**src/sbc_cfg.svh**
```systemverilog
`ifndef SBC_CFG_SVH
`define SBC_CFG_SVH

// ==========================================================
// standby select encodings
`define SBC_SEL_LIGHT 2'h0

// ==========================================================
// reset values
`define SBC_RST_PIN_IDLE 1'b1
`define SBC_PORT_RST_BIT 1'b0

// ==========================================================
// wake latency: oscillator never stops, so no stabilisation wait
`define SBC_WAKE_WAIT_NS 0

`endif

```
**src/sbc_pkg.sv**
```systemverilog
package sbc_pkg;

  // ==========================================================
  // operating modes
  typedef enum logic [1:0] {
    SBC_NORMAL,
    SBC_HALT,
    SBC_LIGHT
  } sbc_mode_e;

  // ==========================================================
  // static clock-source configuration from the clock generator
  typedef struct packed {
    logic subclock_used;       // subclock oscillator present and running
    logic itimer_on_sub;       // interval timer counts subclock_freq
    logic wdt_on_sub;          // watchdog counts subclock_freq
    logic watch_on_main_div;   // watch timer counts divided main_clock_freq
  } sbc_cfg_s;

  // ==========================================================
  // clock enables and run flags towards the clock tree
  typedef struct packed {
    logic cpu_clk_en;
    logic periph_clk_en;
    logic osc_run;
    logic pll_run;
    logic flash_run;
    logic dma_run;
    logic intc_run;
    logic itimer_run;
    logic wdt_run;
    logic watch_run;
    logic crc_run;
    logic ram_write_en;
  } sbc_gate_s;

endpackage

```
**src/sbc_standby_ctrl.sv**
```systemverilog
`timescale 1ns/1ns
`include "sbc_cfg.svh"

// How it works
// - light standby: select bits 00 and trigger bit written 1 in normal mode
// - light standby keeps oscillator, pll, flash; gates cpu and peripheral clocks
// - subclock or externally clocked peripherals keep running in light standby
// - ram writes blocked in light standby so contents stay unchanged
// - wake returns to normal next cycle, no stabilisation wait
// - pending unmasked interrupt refuses light standby; cpu just continues
// - nmi, watchdog interrupt, unmasked pin or running peripheral interrupt wakes light
// - any reset source also ends light standby
// - every release returns to normal mode
// - halt: interval timer and watchdog run unless subclock-clocked without subclock
// - halt: watch timer runs on divided main clock, or always with subclock
// - halt: crc runs unless halt came from a crc input register write
// - halt: port outputs and cpu registers hold their entry values
// - halt instruction in normal mode enters halt; oscillator keeps running
// - halt with pending interrupt enters then releases at once
// - maskable wake with interrupts disabled ends standby, request stays unacknowledged
module sbc_standby_ctrl
  import sbc_pkg::*;
#(
  parameter int PIN_N    = 8,
  parameter int PERIPH_N = 4,
  parameter int PORT_W   = 16
) (
  input  wire logic                core_clk,
  input  wire logic                reset_n,
  input  wire logic                halt_exec,
  input  wire logic                crc_halt,
  input  wire logic                save_ctrl_store,
  input  wire logic                standby_trigger_bit,
  input  wire logic                standby_select_hi,
  input  wire logic                standby_select_lo,
  input  wire logic                cpu_int_enable,
  input  wire logic                nmi_pin,
  input  wire logic                watchdog_interrupt,
  input  wire logic [PIN_N-1:0]    external_interrupt_pins,
  input  wire logic [PIN_N-1:0]    ext_int_mask,
  input  wire logic [PERIPH_N-1:0] periph_irq,
  input  wire logic [PERIPH_N-1:0] periph_irq_mask,
  input  wire logic [PERIPH_N-1:0] periph_sub_clocked,
  input  wire logic                reset_pin_n,
  input  wire logic                watchdog_reset,
  input  wire logic                low_voltage_detector,
  input  wire logic                clock_monitor,
  input  wire sbc_cfg_s            cfg,
  input  wire logic [PORT_W-1:0]   port_out_d,
  output sbc_gate_s                gate,
  output logic [PERIPH_N-1:0]      periph_run,
  output logic [PORT_W-1:0]        port_out_q,
  output logic                     cpu_regs_hold,
  output sbc_mode_e                mode,
  output logic                     entry_refused,
  output logic                     wake_pulse,
  output logic                     irq_ack_allow,
  output logic                     irq_retained,
  output logic                     reset_wake
);

  typedef struct packed {
    logic                nmi_s1;
    logic                nmi_s2;
    logic [PIN_N-1:0]    pin_s1;
    logic [PIN_N-1:0]    pin_s2;
    logic                rpin_s1;
    logic                rpin_s2;
    sbc_mode_e           mode;
    logic                crc_entry;
    sbc_gate_s           gate;
    logic [PERIPH_N-1:0] periph_run;
    logic                refused;
    logic                wake;
    logic                ack_allow;
    logic                retained;
    logic                rst_wake;
  } sbc_state_s;

  sbc_state_s state;
  sbc_state_s next_state;

  logic       nmi_wake;
  logic       mask_wake_any;
  logic       mask_wake_light;
  logic       pend_any;
  logic       pend_light;
  logic       rst_src;
  logic       light_req;
  logic [1:0] sel;

  // ==========================================================
  // wake and pending decode, synchronised pins only
  assign sel             = {standby_select_hi, standby_select_lo};
  assign nmi_wake        = state.nmi_s2 | watchdog_interrupt;
  assign mask_wake_light = |(state.pin_s2 & ~ext_int_mask)
                         | |(periph_irq & ~periph_irq_mask & periph_sub_clocked);
  assign mask_wake_any   = |(state.pin_s2 & ~ext_int_mask)
                         | |(periph_irq & ~periph_irq_mask);
  assign pend_any        = nmi_wake | mask_wake_any;
  assign pend_light      = nmi_wake | mask_wake_light;
  assign rst_src         = ~state.rpin_s2 | watchdog_reset
                         | low_voltage_detector | clock_monitor;
  assign light_req       = save_ctrl_store & standby_trigger_bit
                         & (sel == `SBC_SEL_LIGHT);

  // ==========================================================
  // clock gating per mode; only the enables change, never the oscillator
  function automatic sbc_gate_s gates_for(sbc_mode_e m, sbc_cfg_s c, logic crc_e);
    sbc_gate_s g;
    g = '{default: 1'b1};
    case (m)
      SBC_NORMAL: begin
        g = '{default: 1'b1};
      end
      SBC_HALT: begin
        g.cpu_clk_en = 1'b0;
        g.itimer_run = c.subclock_used | ~c.itimer_on_sub;
        g.wdt_run    = c.subclock_used | ~c.wdt_on_sub;
        g.watch_run  = c.subclock_used | c.watch_on_main_div;
        g.crc_run    = ~crc_e;
      end
      SBC_LIGHT: begin
        g.cpu_clk_en    = 1'b0;
        g.periph_clk_en = 1'b0;
        g.dma_run       = 1'b0;
        g.intc_run      = 1'b0; // release decode here stays live
        g.itimer_run    = c.subclock_used & c.itimer_on_sub;
        g.wdt_run       = c.subclock_used & c.wdt_on_sub;
        g.watch_run     = c.subclock_used & ~c.watch_on_main_div;
        g.crc_run       = 1'b0;
        g.ram_write_en  = 1'b0;
      end
      default: begin
        g = '{default: 1'b1};
      end
    endcase
    return g;
  endfunction

  // ==========================================================
  // mode sequencer and registered outputs
  always_comb begin
    next_state           = state;
    next_state.nmi_s1    = nmi_pin;
    next_state.nmi_s2    = state.nmi_s1;
    next_state.pin_s1    = external_interrupt_pins;
    next_state.pin_s2    = state.pin_s1;
    next_state.rpin_s1   = reset_pin_n;
    next_state.rpin_s2   = state.rpin_s1;
    next_state.refused   = 1'b0;
    next_state.wake      = 1'b0;
    next_state.ack_allow = 1'b0;
    next_state.retained  = 1'b0;
    next_state.rst_wake  = 1'b0;
    case (state.mode)
      SBC_NORMAL: begin
        if (halt_exec) begin
          // entered even with a request pending; released next cycle
          next_state.mode      = SBC_HALT;
          next_state.crc_entry = crc_halt;
        end else if (light_req) begin
          if (pend_any) begin
            next_state.refused = 1'b1;
          end else begin
            next_state.mode = SBC_LIGHT;
          end
        end
      end
      SBC_HALT: begin
        if (rst_src || pend_any) begin
          next_state.mode = SBC_NORMAL;
          next_state.wake = 1'b1;
        end
      end
      SBC_LIGHT: begin
        if (rst_src || pend_light) begin
          next_state.mode = SBC_NORMAL;
          next_state.wake = 1'b1;
        end
      end
      default: begin
        next_state.mode = SBC_NORMAL;
      end
    endcase
    // acknowledge status of the wake source
    if (next_state.wake) begin
      next_state.rst_wake  = rst_src;
      next_state.ack_allow = ~rst_src & (nmi_wake | cpu_int_enable);
      next_state.retained  = ~rst_src & ~nmi_wake & ~cpu_int_enable;
    end
    next_state.gate = gates_for(next_state.mode, cfg, next_state.crc_entry);
    if (next_state.mode == SBC_LIGHT) begin
      next_state.periph_run = periph_sub_clocked;
    end else begin
      next_state.periph_run = '1;
    end
  end

  always_ff @(posedge core_clk or negedge reset_n) begin
    if (!reset_n) begin
      state            <= '0;
      state.rpin_s1    <= `SBC_RST_PIN_IDLE;
      state.rpin_s2    <= `SBC_RST_PIN_IDLE;
      state.mode       <= SBC_NORMAL;
      state.gate       <= '{default: 1'b1};
      state.periph_run <= '1;
    end else begin
      state <= next_state;
    end
  end

  // ==========================================================
  // outputs
  assign gate          = state.gate;
  assign periph_run    = state.periph_run;
  assign mode          = state.mode;
  assign cpu_regs_hold = (state.mode != SBC_NORMAL);
  assign entry_refused = state.refused;
  assign wake_pulse    = state.wake;
  assign irq_ack_allow = state.ack_allow;
  assign irq_retained  = state.retained;
  assign reset_wake    = state.rst_wake;

  // port values frozen from the cycle the mode leaves normal
  sbc_hold_reg #(
    .W (PORT_W)
  ) u_port_hold (
    .core_clk (core_clk),
    .reset_n  (reset_n),
    .hold     (cpu_regs_hold),
    .d        (port_out_d),
    .q        (port_out_q)
  );

  // ==========================================================
  // checks
  light_entry_a: assert property (@(posedge core_clk) disable iff (!reset_n)
    mode == SBC_NORMAL && !halt_exec && light_req && !pend_any
    |=> mode == SBC_LIGHT)
    else $error("light standby not entered");

  light_gate_a: assert property (@(posedge core_clk) disable iff (!reset_n)
    mode == SBC_LIGHT |-> !gate.cpu_clk_en && !gate.periph_clk_en
    && gate.osc_run && gate.pll_run && gate.flash_run)
    else $error("wrong gating in light standby");

  sub_periph_a: assert property (@(posedge core_clk) disable iff (!reset_n)
    mode == SBC_LIGHT |-> periph_run == $past(periph_sub_clocked))
    else $error("subclocked peripheral stopped");

  ram_keep_a: assert property (@(posedge core_clk) disable iff (!reset_n)
    mode == SBC_LIGHT |-> !gate.ram_write_en)
    else $error("ram writable in light standby");

  fast_wake_a: assert property (@(posedge core_clk) disable iff (!reset_n)
    mode == SBC_LIGHT && pend_light |=> mode == SBC_NORMAL && wake_pulse
    && gate.cpu_clk_en)
    else $error("light standby wake late");

  refuse_entry_a: assert property (@(posedge core_clk) disable iff (!reset_n)
    mode == SBC_NORMAL && !halt_exec && light_req && pend_any
    |=> mode == SBC_NORMAL && entry_refused)
    else $error("entry not refused with pending request");

  reset_wake_a: assert property (@(posedge core_clk) disable iff (!reset_n)
    mode != SBC_NORMAL && rst_src |=> mode == SBC_NORMAL && reset_wake)
    else $error("reset source did not wake");

  halt_timer_a: assert property (@(posedge core_clk) disable iff (!reset_n)
    mode == SBC_HALT |-> gate.itimer_run == ($past(cfg.subclock_used)
    || !$past(cfg.itimer_on_sub)) && gate.watch_run == ($past(cfg.subclock_used)
    || $past(cfg.watch_on_main_div)))
    else $error("timer run flag wrong in halt");

  halt_crc_a: assert property (@(posedge core_clk) disable iff (!reset_n)
    mode == SBC_NORMAL && halt_exec |=> mode == SBC_HALT
    && gate.crc_run == !$past(crc_halt) && gate.periph_clk_en && gate.dma_run)
    else $error("halt entry gating wrong");

  halt_pend_a: assert property (@(posedge core_clk) disable iff (!reset_n)
    mode == SBC_HALT && pend_any |=> mode == SBC_NORMAL)
    else $error("pending request did not release halt");

  irq_keep_a: assert property (@(posedge core_clk) disable iff (!reset_n)
    mode != SBC_NORMAL && !rst_src && !nmi_wake && !cpu_int_enable
    && ((mode == SBC_HALT && mask_wake_any) || mask_wake_light)
    |=> irq_retained && !irq_ack_allow)
    else $error("disabled maskable wake acknowledged");

  light_cyc_c: cover property (@(posedge core_clk) disable iff (!reset_n)
    mode == SBC_NORMAL ##1 mode == SBC_LIGHT ##[1:20] wake_pulse);
  halt_cyc_c: cover property (@(posedge core_clk) disable iff (!reset_n)
    mode == SBC_NORMAL ##1 mode == SBC_HALT ##[1:20] wake_pulse);
  refuse_c: cover property (@(posedge core_clk) disable iff (!reset_n)
    entry_refused);
  rst_wake_c: cover property (@(posedge core_clk) disable iff (!reset_n)
    reset_wake);

endmodule

```
**src/sbc_hold_reg.sv**
```systemverilog
`timescale 1ns/1ns
`include "sbc_cfg.svh"

// port output register that freezes while the cpu is stopped
module sbc_hold_reg
  import sbc_pkg::*;
#(
  parameter int W = 16
) (
  input  wire logic         core_clk,
  input  wire logic         reset_n,
  input  wire logic         hold,
  input  wire logic [W-1:0] d,
  output logic      [W-1:0] q
);

  typedef struct packed {
    logic [W-1:0] val;
  } sbc_hold_s;

  sbc_hold_s state;
  sbc_hold_s next_state;

  // ==========================================================
  // capture path: follows d unless held
  always_comb begin
    next_state = state;
    if (!hold) begin
      next_state.val = d;
    end
  end

  always_ff @(posedge core_clk or negedge reset_n) begin
    if (!reset_n) begin
      state <= '{val: {W{`SBC_PORT_RST_BIT}}};
    end else begin
      state <= next_state;
    end
  end

  assign q = state.val;

  // ==========================================================
  // checks
  port_hold_a: assert property (@(posedge core_clk) disable iff (!reset_n)
    hold |=> q == $past(q))
    else $error("port value changed while held");

endmodule

```
**config.mk**
```make
export PLATFORM = sky130hd
export DESIGN_NAME = sbc_standby_ctrl
export DESIGN_NICKNAME = d
export VERILOG_FILES = /design/src/sbc_pkg.sv /design/src/sbc_standby_ctrl.sv /design/src/sbc_hold_reg.sv
export VERILOG_INCLUDE_DIRS = /design/src /design/src/src
export SDC_FILE = /design/constraint.sdc
export NUM_CORES = 1
export LEC_CHECK = 0
export BUFFER_PORTS_ARGS = -buffer_cell sky130_fd_sc_hd__buf_4
export CORE_ASPECT_RATIO = 0.7
export CORE_MARGIN = 3
export CORE_UTILIZATION = 46
export DETAILED_ROUTE_END_ITERATION = 16
export GPL_TIMING_DRIVEN = 0
export PLACE_DENSITY_LB_ADDON = 0.1
export SETUP_SLACK_MARGIN = 0.05
export SYNTH_ARGS = -nofsm -noshare
export SYNTH_HDL_FRONTEND = slang
export SYNTH_SLANG_ARGS = --single-unit
export TNS_END_PERCENT = 5
```
**constraint.sdc**
```tcl
create_clock -name core_clk -period 2.8 [get_ports core_clk]
set_input_delay 0 -clock core_clk [delete_from_list [all_inputs] [get_ports core_clk]]
set_output_delay 0 -clock core_clk [all_outputs]
set_load 0.02 [all_outputs]
```
## Word level (Yosys, flattened, before mapping)

Cells that the tools add are included.

| word-level totals | value |
|---|---|
| input bits | 63 |
| flip-flop bits (word level) | 56 |

| cells by class | value |
|---|---|
| bitwise logic cells | 33 |
| multiplexer cells | 21 |
| equality and inequality tests | 4 |
| reduce and logical (&&, ||, !) cells | 9 |

Operator list:

| operator | count |
|---|---|
| $mux 2 | 6 |
| $or 1x1->1 | 12 |
| $mux 1 | 10 |
| $and 1x1->1 | 8 |
| $and 4x4->4 | 2 |
| $and 8x8->8 | 1 |
| $not 1->1 | 8 |
| $not 8->8 | 1 |
| $pmux 4 s2 | 1 |
| $reduce_or 4->1 | 2 |
| $reduce_or 8->1 | 1 |
| $pmux 2 s3 | 1 |
| $eq 2x1->1 const B | 2 |
| $eq 2x2->1 const B | 2 |
| $logic_not 2->1 | 2 |
| $mux 4 | 1 |
| $not 4->4 | 1 |
| $mux 3 | 1 |
| $logic_or 1x1->1 | 2 |
| $pmux 1 s2 | 1 |
| $reduce_bool 2->1 | 1 |
| $reduce_or 2->1 | 1 |

## Longest topological paths before layout

Gate-level depths: netlist (run 1).

| depth | value |
|---|---|
| word-level depth | 12 |
| depth in mapped cells | 13 |
| depth with buffers taken out | 12 |

## Modules after synthesis

From an unflattened synthesis (run 1), not the netlist that was laid out.

| second synthesis, totals | value |
|---|---|
| cells, all modules | 170 |
| area, all modules | 2270.9 µm² |

By module, submodules not included:

| module | cells an instance | area an instance (µm²) | times used |
|---|---|---|---|
| sbc_standby_ctrl | 136 | 1621.6 | 1 |
| sbc_hold_reg | 34 | 649.4 | 1 |

## Worst setup path before layout (run 1)

No wires, ideal clock.

| timing path | value |
|---|---|
| path type | register -> register |
| start | register mode[0] (netlist name) |
| end | register gate[2] (netlist name) |
| stages on the path, launching flop included | 13 |
| data arrival time | 2.200 ns |
| buffers on the path | 1 |
| slack | 0.539 ns |
| cells stage by stage | dfrtp_1 inv_1 ha_1 buf_2 inv_1 or4_1 o21ai_0 a21o_1 ha_1 inv_1 nor2_1 o22ai_1 nand2b_1 |

==> results.txt, run 1 <==
- Status: completed
- Highest achievable clock rate: around 0.40 GHz
- Adding up every negative setup slack in the final design gives 0 ns.
- The clock period could shrink to about 2.5 ns.
- The final max-slew violation count is 0.
* Startpoint of the worst-slack reg-to-reg timing path: mode[1]
- Compared with the post-synthesis result, the final layout area differs by 60.15%.
- Starting Density: 49.69%
* Count of input and output buffers: 99
* Most numerous cell in the Yosys netlist: dfrtp_1
- Maximum count of clock buffers along a single path: 2
- Rel. slew slack: between 50% and 60%
* Synthesis Warnings: 0
- Final net count: 390
- For the worst setup path, the data required time is approximately 3 ns.
* Setup repair after global routing missed its margin: no
- VDD sags by at most between 0.4 and 0.5 mV.
* Largest net degree at the start of global routing: between 50 and 60
- Number of design-rule violations left by the first detailed-router iteration: 54
- The layout has 294 filler cells.
- Area fraction in compound gates after synthesis: between 8 and 9%
- Max stage delay on crit path: between 0.4 and 0.5 ns
* Crit path capture type: flop
- Clock-pin slew was measured on the worst setup and hold paths at approximately 0.1 ns.
- Setup violations remaining at the end of the flow were counted as 0.
* Flop and latch count out of synthesis: 54
- Detailed placement finished with a half-perimeter wire length of between 3000 and 4000 um.
* Antenna violations before repair: 0
- Post-CTS setup repair buffer count: 0
* Number of optimization iterations in the first detailed-route pass: 4
* H-tree depth: 2
* Total buffers and inverters traversed by the critical path: 4
- The detail route stage leaves a number of antenna-violating nets equal to 0.
* R2R Setup Slk: between 0.3 and 0.4 ns
* Unique masters post-synth: 40
- Setup ws final: 0.3208 ns
* Number of remaining DRC errors: 0
- Combinational family with the most area after synthesis: simple AND/OR/NAND/NOR gates
- Routed vias/inst: 4.618
* DIE AREA: ~5800 um^2
* Flip-flop and latch area: roughly 1400 um^2
- The mapped netlist covers about 2200 um^2.
* Count of flip-flops with a built-in enable after synthesis: 0
- Synth top area cells: dfrtp_1 (47%), dfstp_2 (14%), mux2_2 (8.6%)
* Fraction of layout instances using a drive strength above 1: about 50%
* I/O pins: around 100
- Summing all non-filler instances in the final layout gives an area of about 3600 um^2.
- For the pin with the worst max-slew slack, the measured transition is 0.6650 ns.
- Inserted Clock Buffers: 5
* Startpoint-to-endpoint class of the critical path: flop to flop
- Total track usage: 18.70%
* Adder-cell share of the synthesized area: under 10%
- Critical path peak fanout: 9
- After detailed routing, the total wire length is about 5000 um.
- Of the total synthesized cell area, the portion taken by XOR and XNOR cells is 0%.
- Counting flops with an async set or reset pin after synthesis yields a share of between 90% and 100%.
- Counting instances in the post-synthesis netlist gives the leading cell types as dfrtp_1 (42), buf_4 (18), mux2_2 (17).
- Layout Utilization: between 70% and 80%
- Dominant delay contributor by cell family on the critical path: simple AND/OR/NAND/NOR gates
- Design Power: 2.584 mW
- The number of cells on the worst reg-to-reg path is 12.
- Diode insertion count for antenna repair: 0
- Cells on Worst Hold Path: 3
- Wire length of the first global-routing pass: 8086 um
- Worst clock skew: roughly 0.0074 ns
- After detailed placement, the total cell area comes to just over 3000 um^2.
- Post-synthesis cell type with the largest combined area: dfrtp_1
* Critical path launch point type: flop
* Number of max-cap violations: 0
- Final worst-path cycle share: between 80% and 90%
* P per Cell Area: a little over 700 nW/um^2
* Total area of multi-input combinational cells: 696.9 um^2
* Number of global-route vias before repair: ~1,800
* Cell breakdown of the critical path: inv_1 > ha_1 > buf_2 > inv_1 > or4_1 > o21ai_0 > a21o_1 > ha_2 > inv_1 > nor2_1 > o22ai_1 > nand2b_1
* Clock latency on the worst-skew pair: between 0.3 and 0.4 ns
* CTS tree: yes
- Crit path top cell by count: inv_1
- The synthesized netlist devotes 9.782% of its cell area to simple gates.
- Grt ovf: 0
- Yosys top cell area share: a little under half
- Hold Startpoint: halt_exec
- Die Span Y: roughly 64 um
* Class of the most critical hold timing path: input port to flop
* Root buf cell: clkbuf_8
- Routed len/inst: between 10 and 15 um
- Row generation in the floorplan step produced 20 rows.
- Leakage component of the power: 1.710 nW
- The number of hold violations in the final report came to 0.
- After synthesis, the share of cell area in mux cells is 8.999%.
- Synthesized area divided by synthesized cell count: 13.17 um^2
- Number of standard cells after synthesis: 170
- For hold timing, the worst endpoint is entry_refused.
- R2r endpoint: gate[2]
- Summing over every cut layer, the via total after detailed routing is between 1,500 and 2,000.
* Highest-delay cell along the critical path: or4_1
* Number of clock sinks seen by CTS: 54
* Final weighted congestion in routability-driven placement: just over 0.7
- Prior to clock tree synthesis, the placed netlist has a worst setup slack of between 0.2 and 0.3 ns.
- Arrival @ worst endpoint: roughly 2.7 ns
* Area of the core: 4504 um^2
- Seq/Total Area, Yosys: between 60% and 70%
- Width of the die: around 90 um
- For this run, the leading register cell type out of synthesis is dfrtp_1.
==> cell families after synthesis <==
| kind of cell | count (synthesis) |
|---|---|
| and+or+nand+nor | 38 |
| muxes | 18 |
| adders and majority gates | 6 |
| buffers and inverters | 31 |
| AOI/OAI and AO/OA | 22 |
| DFF | 54 |
| other | 1 |
==> repair_timing <==
item / CTS / global route
hold buffers: 43 / 0
resized for setup: 0 / 1
endpoints found under the setup margin: 0 / 1
endpoints found under the hold margin: 79 / 0
==> worst max-delay path by stage <==
stage / startpoint / end / slack, ns / depth (start not counted)
5_1_grt: mode[1] / gate[2] / 0.15 / 12
3_3_place_gp: mode[0] / gate[2] / 0.32 / 12
6_report: mode[1] / gate[2] / 0.32 / 12
3_5_place_dp: mode[1] / gate[2] / 0.27 / 12
4_1_cts: mode[1] / gate[2] / 0.24 / 12
2_1_floorplan: mode[0] / gate[2] / 0.54 / 12
==> state kept, by name (all words and copies together) (netlist names) <==
name and count:
entry_refused 1, state 11, u_port_hold.q 16, periph_run 4, irq_ack_allow 1, wake_pulse 1, reset_wake 1, gate 6
mode 2, irq_retained 1, next_state 10
==> cell type report <==
| type | count | share of cell area (%) |
|---|---|---|
| plain buffers | 20 | 4.014 |
| clock buffers | 5 | 1.920 |
| clock inverters | 3 | 0.6981 |
| inverters | 11 | 1.152 |
| multi-input cells | 87 | 19.44 |
| flip-flops and latches | 54 | 38.12 |
| well taps | 55 | 1.920 |
| repair buffers | 142 | 32.74 |
==> tightest hold or removal path, cell delays in order <==
cell and delay (ns):
buf_4 0.10, nor2_1 0.05, and3_1 0.14
==> per-stage QoR <==
step | hold WS, ns | instances
2_1_floorplan | -0.2956 | 172
3_3_place_gp | 0.07288 | 326
3_5_place_dp | 0.07559 | 326
4_1_cts | 0.007114 | 377
5_1_grt | 0.001224 | 377
6_report | 0.01162 | 377
==> layout by cell type (no fill, tap or decap), types with 4 or more instances in the layout <==
master / count
ha_1: 5
nor3_1: 4
buf_4: 117
mux2_2: 17
clkbuf_8: 5
dfrtp_1: 42
inv_1: 11
a21oi_1: 4
dlygate4sd3_1: 43
nand2b_1: 6
nor2_1: 5
nor2b_1: 9
nand2_1: 5
dfstp_2: 12
==> per-layer routing <==
layer	track usage, %	vias to the layer above	part of all wire [%]
met3	6.186	4	8.1
met1	23.52	811	42
met2	30.79	68	49
met4	5.019	0	0.71
li1	-	858	-
met5	0	-	0
==> power breakdown <==
part           switching (mW)  internal [mW]
registers              0.0881          0.985
clock network           0.260          0.181
logic                   0.515          0.555
Power figures use the tool's default switching activity.
==> inputs of run 2 (changes only) <==
--- a/config.mk
+++ b/config.mk
@@ -7,12 +7,13 @@
 export NUM_CORES = 1
 export LEC_CHECK = 0
 export BUFFER_PORTS_ARGS = -buffer_cell sky130_fd_sc_hd__buf_4
-export CORE_ASPECT_RATIO = 0.7
 export CORE_MARGIN = 3
 export CORE_UTILIZATION = 46
+export CTS_CLUSTER_DIAMETER = 40
 export DETAILED_ROUTE_END_ITERATION = 16
 export GPL_TIMING_DRIVEN = 0
 export PLACE_DENSITY_LB_ADDON = 0.1
+export RECOVER_POWER = 25
 export SETUP_SLACK_MARGIN = 0.05
 export SYNTH_ARGS = -nofsm -noshare
 export SYNTH_HDL_FRONTEND = slang
==> run 2 against run 1 <==
- core utilization fell by 0.28 points
- wire length rose by 2.0%
- flip-flop and latch count did not move
- critical path depth did not move
- setup slack improved by 0.015 ns
- critical endpoint unchanged
- largest power group unchanged
==> results.txt, run 2 (synthesized netlist as in run 1, its figures left out) <==
- Cell breakdown of the critical path: inv_1 > ha_1 > buf_2 > inv_1 > or4_1 > o21ai_0 > a21o_1 > ha_2 > inv_1 > nor2_1 > o22ai_1 > nand2b_1
- The biggest fanout along the worst timing path was 9 (unchanged).
* Placed standard-cell area: 3070 um^2 (+0.41%)
* Number of optimization iterations in the first detailed-route pass: 4 (unchanged)
* Dominant delay contributor by cell family on the critical path: simple AND/OR/NAND/NOR gates
- Compared with the post-synthesis result, the final layout area differs by 60.65%.
* Half-perimeter wire length after placement: 3401 um (+1.8%)
* Inserted Clock Buffers: 5 (unchanged)
* Starting Density: 49.37% (-0.33 points)
- The number of violations of the max-capacitance limit came to 0 (unchanged).
* Width of the die: 75.76 um (-15%)
* Number of remaining DRC errors: 0 (unchanged)
- The largest individual stage delay along the critical path comes from the cell or4_1.
- Arrival @ worst endpoint: 2.72 ns (about the same)
- The number of antenna violations at the first check in global routing is 0 (unchanged).
- The accumulated negative setup slack is 0 ns (unchanged).
* Total buffers and inverters traversed by the critical path: 4 (unchanged)
* Total track usage: 18.92% (+0.22 points)
- H-tree depth: 2 (unchanged)
- Wire length of the first global-routing pass: 8017 um (-0.85%)
- The number of sinks driven by the clock tree was 54 (unchanged).
* Number of pins exceeding their max-slew limit in the final report: 0 (unchanged)
- The maximum number of pins on one net before global-route repair is 55 (unchanged).
- Hold violation count in the final report: 0 (unchanged)
- The maximum clock rate was 0.4058 GHz (+0.61%).
* Final weighted congestion in routability-driven placement: 0.8261 (+14%)
- The required time at the endpoint of the critical path is 3.05 ns (about the same).
* Clock latency on the worst-skew pair: 0.31 ns (about the same)
* Detailed-route via count: 1,770 (+1.7%)
* Die Span Y: 75.76 um (+18%)
- Rel. slew slack: 14.68% (-41 points)
- The filler cell count is 290 (-1.4%).
- The register clock-pin slew on the reported worst setup and hold paths is 0.09 ns (about the same).
- DIE AREA: 5739 um^2 (-0.23%)
- The most numerous cell type found on the critical path is inv_1.
- Startpoint-to-endpoint class of the critical path: flop to flop
- The final setup skew was 0.003665 ns (-0.003770 ns).
- Row count: 24 (+20%)
- Count of input and output buffers: 99 (unchanged)
* Number of flip-flops in the largest register: 16 (unchanged)
- The largest stage delay on the critical path came to 0.46 ns (about the same).
* Number of global-route vias before repair: 1,831 (+3.4%)
* Number of placed instances, taps included: 336 (+3.1%)
* Maximum ir drop on the vdd rail: 0.4811 mV (+1.6%)
* Number of design-rule violations left by the first detailed-router iteration: 46 (-15%)
* Routed vias/inst: 4.574 (-0.96%)
* Status: completed
- Shortest clock period the worst path allows after layout: 2.464 ns (-0.01502 ns)
- Fraction of layout instances using a drive strength above 1: 50.31% (unchanged)
- The total chip power was 2.587 mW (+0.11%).
- The worst hold path belongs to the class input port to flop.
- Flip-flop and latch area: 1366 um^2 (unchanged)
* Final setup violation count: 0 (unchanged)
- The core occupancy in the finished layout was 79.30% (-0.28 points).
- Area of the core: 4534 um^2 (+0.67%)
* Leakage component of the power: 1.709 nW (about the same)
- The number of nets in the finished design came to 390 (unchanged).
* Commonest non-fill, non-tap cells in the layout: buf_4 (106), dlygate4sd3_1 (43), dfrtp_1 (42)
- Setup repair after global routing left no endpoint under its margin.
* Most common cell after layout, fill and taps aside: buf_4
* Routed len/inst: 13.31 um (-0.62%)
* Total area of multi-input combinational cells: 696.9 um^2 (unchanged)
- P per Cell Area: 719.3 nW/um^2 (-0.20%)
* Post-placement setup slack: 0.2913 ns (+0.02039 ns)
- Smallest hold slack: 0.03828 ns (+0.02666 ns)
- I/O pins: 103 (unchanged)
- Post-route cell area: 3596 um^2 (+0.31%)
- Sum of routed wire length over all layers: 5150 um (+2.0%)
* Root buf cell: clkbuf_8
- The slew at the pin with the worst max-slew slack is 1.280 ns (+0.6148 ns).
- The buffers inserted during post-CTS setup optimization came to 0 (unchanged).
* Diode insertion count for antenna repair: 0 (unchanged)
- Crit path capture type: flop
- Setup ws final: 0.3358 ns (+0.01502 ns)
- The maximum count of clock buffers along a single path is 2 (unchanged).
- The final worst-path cycle share is 88.01% (-0.54 points).
- Grt ovf: 0 (unchanged)
* Count of non-filler cells in the finished layout: 387 (+2.7%)
- The number of nets with antenna violations after detailed routing was 0 (unchanged).
* Critical path launch point type: flop
- CTS tree: yes
## run 2: timing repair
item / in CTS / in global routing
hold buffers: 43 / 0
setup endpoints to repair: 0 / 1
hold endpoints to repair: 79 / 0
resized for setup: 0 / 1
## run 2: layout make-up
class	instances	share of cell area, %
buffer	20	4.001
multi-input combinational	87	19.38
timing repair buffer	142	32.57
tap	65	2.262
clock buffer	6	2.296
sequential	54	38.00
clock inverter	2	0.3479
inverter	11	1.148
## run 2: path summary, 6_finish.rpt
path / slack [ns] / from / depth (start not counted) / endpoint
setup / recovery: 0.34 / mode[1] / 12 / gate[2]
hold / removal: 0.04 / halt_exec / 3 / entry_refused
min in group asynchronous: 0.50 / reset_n / 2 / mode[0]
max in group asynchronous: 1.54 / reset_n / 2 / next_state[30]
hold reg to reg: 0.36 / next_state[27] / 0 / state[27]
setup reg to reg: 0.34 / mode[1] / 12 / gate[2]
## run 2: per-layer routing
| metal | vias up | global-route usage (%) | share of wire, % |
|---|---|---|---|
| met5 | - | 0 | 0 |
| met4 | 0 | 6.602 | 1.7 |
| met3 | 8 | 6.992 | 8.6 |
| met2 | 72 | 33.65 | 53 |
| met1 | 832 | 20.59 | 37 |
| li1 | 858 | - | - |
## run 2: where the power goes
part	leakage (nW)	internal [mW]	switching [mW]	total, mW
registers	0.629	0.985	0.0839	1.07
logic	1.03	0.555	0.516	1.07
clock network	0.0472	0.199	0.248	0.447
## run 2: worst reg2reg max path, stage by stage, from the launching register on
cell and delay (ns):
dfrtp_1 0.44, inv_1 0.14, ha_1 0.15, buf_2 0.23
inv_1 0.11, or4_1 0.46, o21ai_0 0.12, a21o_1 0.14
ha_2 0.27, inv_1 0.08, nor2_1 0.11, o22ai_1 0.08
nand2b_1 0.08
